--- src/inc/svm_pkg.sv ---
// Package for the supply voltage monitor control block
// ---------------------------------------------------------------------------
// Summary of operation
// Detector runs only while monitor_enable (bit 4) is set; else no events
// Each enable rising edge restarts the stabilisation interval
// reference_stable (bit 5) is read-only, 0 until settled, then 1
// Event flag is suppressed while reference_stable is 0
// trip_direction 0 detects at-or-below; 1 detects at-or-above
// Crossing the trip point in the chosen direction sets the event flag
// trip_level picks tap; 1111 external pin, 1110 highest, 0000 lowest
// bandgap_stable (bit 6) is a read-only band-gap stable flag
// Reset returns control bits to reset values, turning detector off
// Software should disable before changing direction or level
// Detector keeps running in sleep; a trip sets the flag and wakes
// Event flag is bit 2 of the flag register, sticky until cleared
// Clearing monitor_enable clears reference_stable at once
// ---------------------------------------------------------------------------
package svm_pkg;

  // Register byte offsets
  localparam logic [11:0] CTRL_OFF = 12'h000;
  localparam logic [11:0] FLAG_OFF = 12'h004;
  localparam logic [11:0] MASK_OFF = 12'h008;

  // Control, flag and mask register fields
  localparam int DIR_BIT    = 7;
  localparam int BGS_BIT    = 6;
  localparam int RST_BIT    = 5;
  localparam int EN_BIT     = 4;
  localparam int LVL_LSB    = 0;
  localparam int EVT_BIT    = 2;

  // Reset values
  localparam logic [7:0] CTRL_RST = 8'h04;
  localparam logic [7:0] MASK_RST = 8'h00;

  // Trip level codes
  localparam logic [3:0] LVL_EXT = 4'hF;

  // Settling time of the reference after enabling
  localparam int SETTLE_NS     = 1000;
  localparam int CLK_PERIOD_NS = 4;
  localparam int SETTLE_CYC    = (SETTLE_NS + CLK_PERIOD_NS - 1)
                                 / CLK_PERIOD_NS;
  localparam int CNT_W         = 8;

endpackage

--- src/svm_settle.sv ---
// Settling timer for the detector reference after each enable
`timescale 1ns/1ns
module svm_settle
(
  // Clock and reset
  input  wire logic             pclk,
  input  wire logic             presetn,
  // Control
  input  wire logic             enable,
  // Status
  output logic                  stable
);

  logic [svm_pkg::CNT_W-1:0] cnt_r;
  logic                      en_d_r;

  always_ff @(posedge pclk or negedge presetn)
  begin
    if (!presetn)
      en_d_r <= 1'b0;
    else
      en_d_r <= enable;
  end

  // Restart on every enable rising edge; drop at once on disable
  always_ff @(posedge pclk or negedge presetn)
  begin
    if (!presetn)
    begin
      cnt_r  <= '0;
      stable <= 1'b0;
    end
    else if (!enable)
    begin
      cnt_r  <= '0;
      stable <= 1'b0;
    end
    else if (!en_d_r)
    begin
      cnt_r  <= '0;
      stable <= 1'b0;
    end
    else if (cnt_r == svm_pkg::CNT_W'(svm_pkg::SETTLE_CYC - 1))
      stable <= 1'b1;
    else
      cnt_r <= cnt_r + 1'b1;
  end
endmodule

--- src/svm_top.sv ---
// Supply voltage monitor control with APB register access
//
// Added by the designer: the APB register port and the placing of the registers.
`timescale 1ns/1ns
module svm_top
(
  // APB slave
  input  wire logic        pclk,
  input  wire logic        presetn,
  input  wire logic        psel,
  input  wire logic        penable,
  input  wire logic        pwrite,
  input  wire logic [11:0] paddr,
  input  wire logic [31:0] pwdata,
  output logic      [31:0] prdata,
  output logic             pready,
  output logic             pslverr,
  // Analog front end
  input  wire logic        cmp_below,
  input  wire logic        cmp_above,
  input  wire logic        bandgap_ok,
  output logic             detector_power,
  output logic [3:0]       trip_level,
  output logic             ext_trip_select,
  // System
  output logic             irq,
  output logic             wake
);

  // -------------------------------------------------------------------------
  // Input synchronisers
  // -------------------------------------------------------------------------
  logic [2:0] meta_r;
  logic [2:0] sync_r;

  always_ff @(posedge pclk or negedge presetn)
  begin
    if (!presetn)
    begin
      meta_r <= '0;
      sync_r <= '0;
    end
    else
    begin
      meta_r <= {bandgap_ok, cmp_above, cmp_below};
      sync_r <= meta_r;
    end
  end

  logic below_s;
  logic above_s;
  logic bgs_s;
  assign below_s = sync_r[0];
  assign above_s = sync_r[1];
  assign bgs_s   = sync_r[2];

  // -------------------------------------------------------------------------
  // Registers
  // -------------------------------------------------------------------------
  logic       dir_r;
  logic       en_r;
  logic [3:0] lvl_r;
  logic       evt_r;
  logic       mask_r;
  logic       ref_stable;
  logic       wr;
  logic       rd;

  assign wr = psel && penable && pwrite;
  assign rd = psel && !penable && !pwrite;

  always_ff @(posedge pclk or negedge presetn)
  begin
    if (!presetn)
    begin
      dir_r <= svm_pkg::CTRL_RST[svm_pkg::DIR_BIT];
      en_r  <= svm_pkg::CTRL_RST[svm_pkg::EN_BIT];
      lvl_r <= svm_pkg::CTRL_RST[svm_pkg::LVL_LSB +: 4];
    end
    else if (wr && paddr == svm_pkg::CTRL_OFF)
    begin
      dir_r <= pwdata[svm_pkg::DIR_BIT];
      en_r  <= pwdata[svm_pkg::EN_BIT];
      lvl_r <= pwdata[svm_pkg::LVL_LSB +: 4];
    end
  end

  always_ff @(posedge pclk or negedge presetn)
  begin
    if (!presetn)
      mask_r <= svm_pkg::MASK_RST[svm_pkg::EVT_BIT];
    else if (wr && paddr == svm_pkg::MASK_OFF)
      mask_r <= pwdata[svm_pkg::EVT_BIT];
  end

  svm_settle u_settle
  (
    .pclk    (pclk),
    .presetn (presetn),
    .enable  (en_r),
    .stable  (ref_stable)
  );

  // -------------------------------------------------------------------------
  // Trip detection
  // -------------------------------------------------------------------------
  // Comparator outputs are at-or-below / at-or-above the selected tap
  logic hit;
  logic trip;
  assign hit  = dir_r ? above_s : below_s;
  assign trip = en_r && ref_stable && hit;

  // Set wins over a software clear in the same cycle
  always_ff @(posedge pclk or negedge presetn)
  begin
    if (!presetn)
      evt_r <= 1'b0;
    else if (trip)
      evt_r <= 1'b1;
    else if (wr && paddr == svm_pkg::FLAG_OFF && pwdata[svm_pkg::EVT_BIT])
      evt_r <= 1'b0;
  end

  // -------------------------------------------------------------------------
  // Outputs
  // -------------------------------------------------------------------------
  always_ff @(posedge pclk or negedge presetn)
  begin
    if (!presetn)
    begin
      detector_power  <= 1'b0;
      trip_level      <= 4'h0;
      ext_trip_select <= 1'b0;
      irq             <= 1'b0;
      wake            <= 1'b0;
    end
    else
    begin
      detector_power  <= en_r;
      trip_level      <= lvl_r;
      ext_trip_select <= (lvl_r == svm_pkg::LVL_EXT);
      irq             <= evt_r && mask_r;
      wake            <= trip;
    end
  end

  // -------------------------------------------------------------------------
  // APB read path: no wait states, data registered in setup
  // -------------------------------------------------------------------------
  always_ff @(posedge pclk or negedge presetn)
  begin
    if (!presetn)
    begin
      prdata  <= 32'h0000_0000;
      pready  <= 1'b0;
      pslverr <= 1'b0;
    end
    else
    begin
      pready  <= psel && !penable;
      pslverr <= psel && !penable && paddr != svm_pkg::CTRL_OFF
                 && paddr != svm_pkg::FLAG_OFF
                 && paddr != svm_pkg::MASK_OFF;
      if (rd)
      begin
        prdata <= 32'h0000_0000;
        unique case (paddr)
          svm_pkg::CTRL_OFF:
            prdata[7:0] <= {dir_r, bgs_s, ref_stable, en_r, lvl_r};
          svm_pkg::FLAG_OFF:
            prdata[svm_pkg::EVT_BIT] <= evt_r;
          svm_pkg::MASK_OFF:
            prdata[svm_pkg::EVT_BIT] <= mask_r;
          default:
            prdata <= 32'h0000_0000;
        endcase
      end
    end
  end

  // -------------------------------------------------------------------------
  // Check helpers
  // -------------------------------------------------------------------------
  // Saturating age of the enable; a counter stands in for
  // a repetition hundreds of cycles long
  logic [svm_pkg::CNT_W:0] en_age_r;

  always_ff @(posedge pclk or negedge presetn)
  begin
    if (!presetn)
      en_age_r <= '0;
    else if (!en_r)
      en_age_r <= '0;
    else if (en_age_r != '1)
      en_age_r <= en_age_r + 1'b1;
  end
endmodule

--- config.mk ---
export PLATFORM = sky130hd
export DESIGN_NAME = svm_top
export DESIGN_NICKNAME = d
export VERILOG_FILES = /design/src/inc/svm_pkg.sv /design/src/svm_settle.sv /design/src/svm_top.sv
export SDC_FILE = /design/constraint.sdc
export NUM_CORES = 1
export LEC_CHECK = 0
export BUFFER_PORTS_ARGS = -buffer_cell sky130_fd_sc_hd__buf_2
export CAP_MARGIN = 40
export CORE_MARGIN = 1.5
export CORE_UTILIZATION = 48
export CTS_CLUSTER_DIAMETER = 200
export CTS_CLUSTER_SIZE = 40
export DETAILED_ROUTE_END_ITERATION = 6
export GPL_TIMING_DRIVEN = 0
export PLACE_DENSITY = 0.84
export REMOVE_ABC_BUFFERS = 1
export SYNTH_ARGS = -nofsm -noshare
export SYNTH_HDL_FRONTEND = slang
export SYNTH_SLANG_ARGS = --single-unit
--- constraint.sdc ---
create_clock -name pclk -period 2.16 [get_ports pclk]
set_input_delay 0.432 -clock pclk [delete_from_list [all_inputs] [get_ports pclk]]
set_output_delay 0.432 -clock pclk [all_outputs]
set_load 0.005 [all_outputs]
==> qor.txt <==
TIMING
------------------------------------------------------------------------------------
Worst hold margin                                                            79.0 ps
Unrepaired setup endpoints after global routing                                false
Setup violation total in the final timing report                                   0
Setup skew after layout                                                      6.62 ps
Maximum clock rate                                                           701 MHz
Time the final worst path needs with I/O delays and setup                    1430 ps
Total negative slack for setup checks                                           0 ps
Final cycle utilization of the critical path                                   0.660
Hold Violations, Final                                                             0
Final max-slew violation count                                                     0
Setup slack of the critical path after layout                                 734 ps

ROUTING
------------------------------------------------------------------------------------
Avg WL per Cell                                                              11.6 um
Remaining routing DRC violations                                                   0
Wire length reported by the detailed router                                  2970 um
Via count                                                                       1213
Vias per cell                                                                   4.76
Pre-antenna DRT Iters                                                              2
Initial DRC Count                                                                 45
Number of nets still failing antenna checks after routing                          0

CRITICAL PATH
------------------------------------------------------------------------------------
Critical path, cell by cell                                             buf_2 > nor4_4 > nand4_1 > o21ai_0
CP bufs+invs                                                                       1
FF-to-FF path depth                                                                3
Cell class contributing the biggest share of worst-path delay           simple AND/OR/NAND/NOR gates
Type of destination of the critical path                                        flop
Element type at the critical path start                                   input port
Critical-path maximum fanout                                                       7
Worst-case register-to-register setup slack                                   790 ps
Endpoint of the most critical register-to-register path                 u_settle.cnt_r[7]$_DFFE_PN0P_
Worst Path Class, Setup                                                       in2reg
CP arrival                                                                   1630 ps
Startpoint of the lowest-slack register-to-register path                u_settle.cnt_r[3]$_DFFE_PN0P_
Slowest CP cell                                                         sky130_fd_sc_hd__nor4_4
Required time reported for the critical path endpoint                        2370 ps
Largest stage delay on the critical path                                      430 ps

GLOBAL ROUTING
------------------------------------------------------------------------------------
Vias in the first global route                                                  1039
First-pass GRT wire length                                                   4590 um
Overall routing resource usage                                                 0.148
Number of antenna violations at the first check in global routing                  0
Overflow after GRT                                                                 0
Maximum number of pins on one net before global-route repair                      24

FLOORPLAN
------------------------------------------------------------------------------------
Width of the die                                                             64.9 um
I/O Pins                                                                          94
Initial standard-cell utilization of the core                                  0.502
Chip Height                                                                  64.9 um
Die ar.                                                                     4210 um2
Area inside the core boundary                                               3660 um2
Number of placement rows                                                          22

CTS
------------------------------------------------------------------------------------
Clock tree root driver cell                                             sky130_fd_sc_hd__clkbuf_8
Number of buffers added to fix hold violations after cts                           0
Clock latency on the worst-skew pair                                          290 ps
Post-cts repair resize count                                                       0
Clock transition at the registers of the reported paths                        80 ps
Max clock buf depth                                                                2
Number of post-CTS setup repair buffers                                            0
Cts bufs inserted                                                                  5
H-tree levels                                                                      2
Sinks on the clock net                                                            41
CTS tree                                                                        done

PWR
------------------------------------------------------------------------------------
Combinational power share                                                      0.053
Switching power as a share of total power                                      0.200
Part of the power in the clock network                                         0.421
Power Internal                                                             0.00118 W
LEAKAGE                                                                      1.07 nW
P per Cell Area                                                           684 nW/um2
Sequential group share of total power                                          0.526
Final Power                                                                0.00148 W
Max rail drop VDD                                                         0.000440 V
Net switching power                                                       0.000296 W

PLACED DESIGN
------------------------------------------------------------------------------------
Number of input and output port buffers inserted                                  43
Detailed Place HPWL                                                          2280 um
Final weighted congestion in routability-driven placement                      0.804
Dpl cell area                                                               2040 um2
Post-Place Worst Slack                                                        409 ps

LAYOUT
------------------------------------------------------------------------------------
Final net count                                                                  260
Synth-to-Final Area Change                                                     17.5%
Area of all placed cells without fillers                                    2160 um2
Layout cell share with drive strength beyond 1                                 0.314
Number of antenna cells inserted                                                   0

HOLD PATH
------------------------------------------------------------------------------------
Class of the worst hold path                                                in2async

LOGIC SYNTHESIS
------------------------------------------------------------------------------------
Post-synthesis instance area                                                1840 um2
Warnings from Yosys                                                                0
Sequential area share after synthesis                                          0.559
Number of synthesized flops with an enable pin                                     0
Number of flip-flops and latches in the synthesized netlist                       41
Syn Inst Count                                                                   157
Proportion of synthesized flip-flops having asynchronous set or reset           1.00
Number of library cell types mapped by synthesis                                  39
Syn_area_per_cell                                                           11.7 um2
Flip-flop cell with the highest count after synthesis                   sky130_fd_sc_hd__dfrtp_1

OUTCOME
------------------------------------------------------------------------------------
Outcome                                                                 complete, no violations

RUN
------------------------------------------------------------------------------------
Max-capacitance violation count                                                    0

## flip-flops by register name, summed over array words and instances (netlist names)
signal,cells
prdata,8
dir_r,1
ext_trip_select,1
irq,1
trip_level,4
u_settle.cnt_r,8
wake,1
sync_r,3
pready,1
meta_r,3
mask_r,1
u_settle.stable,1
lvl_r,4
u_settle.en_d_r,1
en_r,1
evt_r,1
pslverr,1
## area by class of cell
type / instances / area [um2]
Tap cell: 48 / 60.1
Clock inverter: 1 / 30.0
Sequential cell: 41 / 1030
Inverter: 8 / 30.0
Multi-Input combinational cell: 106 / 682
Clock buffer: 7 / 86.3
Timing Repair Buffer: 44 / 243
Fill cell: 334 / 1500
## Yosys cell counts (2+ instances only)
cell,n,area [um2]
sky130_fd_sc_hd__or3_1,3,18.8
sky130_fd_sc_hd__nor3_1,5,25.0
sky130_fd_sc_hd__mux2_2,7,78.8
sky130_fd_sc_hd__o21ai_0,13,65.1
sky130_fd_sc_hd__buf_4,24,180
sky130_fd_sc_hd__dfrtp_1,40,1000
sky130_fd_sc_hd__inv_1,8,30.0
sky130_fd_sc_hd__ha_1,2,25.0
sky130_fd_sc_hd__xor2_1,2,17.5
sky130_fd_sc_hd__nand4_1,4,25.0
sky130_fd_sc_hd__a21oi_1,3,15.0
sky130_fd_sc_hd__mux2i_1,2,20.0
sky130_fd_sc_hd__nand3_1,3,15.0
sky130_fd_sc_hd__nor3b_1,2,15.0
sky130_fd_sc_hd__nand3b_1,2,15.0
sky130_fd_sc_hd__nand2_1,11,41.3
sky130_fd_sc_hd__nor2_1,3,11.3
sky130_fd_sc_hd__nor4_4,2,42.5
## metal layers
metal | wire length (um) | vias to the layer above | GRT usage
met4 | 72 | 0 | 0.0904
met3 | 168 | 6 | 0.0451
met5 | 0 | - | 0
li1 | - | 598 | -
met1 | 1250 | 574 | 0.173
met2 | 1470 | 35 | 0.238
## power groups by stage
stage                     logic [W]  clock network (W)  registers (W)
after floorplan           0.0000221                  0       0.000792
after global placement    0.0000719                  0       0.000792
after detailed placement  0.0000797                  0       0.000792
after CTS                 0.0000796           0.000641       0.000777
after global routing      0.0000890           0.000661       0.000778
final                     0.0000784           0.000622       0.000777
## cell families after synthesis
logic type               Yosys count  synth area share
AO/OA/AOI/OAI                     22            0.0702
flip-flops                        41             0.559
AND/OR/NAND/NOR                   47             0.175
other                              1           0.00204
adder cells (fa/ha/maj)            2            0.0136
XOR/XNOR                           2           0.00954
buffers and inverters             33             0.116
multiplexers                       9            0.0538
## cells in the final DEF (no fill, tap or decap), types with 3 or more instances in the layout
cell type | netlist | routed
sky130_fd_sc_hd__a21oi_1 | 3 | 3
sky130_fd_sc_hd__mux2_2 | 7 | 7
sky130_fd_sc_hd__buf_2 | 0 | 43
sky130_fd_sc_hd__nand3_1 | 3 | 3
sky130_fd_sc_hd__inv_1 | 8 | 8
sky130_fd_sc_hd__o21ai_0 | 13 | 13
sky130_fd_sc_hd__dfrtp_1 | 40 | 40
sky130_fd_sc_hd__nand2_1 | 11 | 11
sky130_fd_sc_hd__or3_1 | 3 | 3
sky130_fd_sc_hd__nor3_1 | 5 | 5
sky130_fd_sc_hd__conb_1 | 1 | 24
sky130_fd_sc_hd__nor2_1 | 3 | 3
sky130_fd_sc_hd__nand4_1 | 4 | 4
sky130_fd_sc_hd__clkbuf_8 | 0 | 6
## stage by stage
stage,cells,util
2_1_floorplan,155,-
3_3_place_gp,246,0.550
3_5_place_dp,247,0.558
4_1_cts,255,0.590
5_1_grt,255,0.590
6_report,255,0.590
## worst max path at each step
stage	to	depth (start not counted)	slack [ps]	from
after floorplan	dir_r$_DFFE_PN0P_	3	750	paddr[7]
after global placement	prdata[3]$_DFFE_PN0P_	4	490	paddr[7]
after detailed placement	prdata[6]$_DFFE_PN0P_	4	410	paddr[7]
after CTS	prdata[6]$_DFFE_PN0P_	4	730	paddr[7]
after global routing	prdata[6]$_DFFE_PN0P_	4	650	paddr[7]
final	prdata[6]$_DFFE_PN0P_	4	730	paddr[7]
Note: power is estimated with default switching activity, not from simulation.
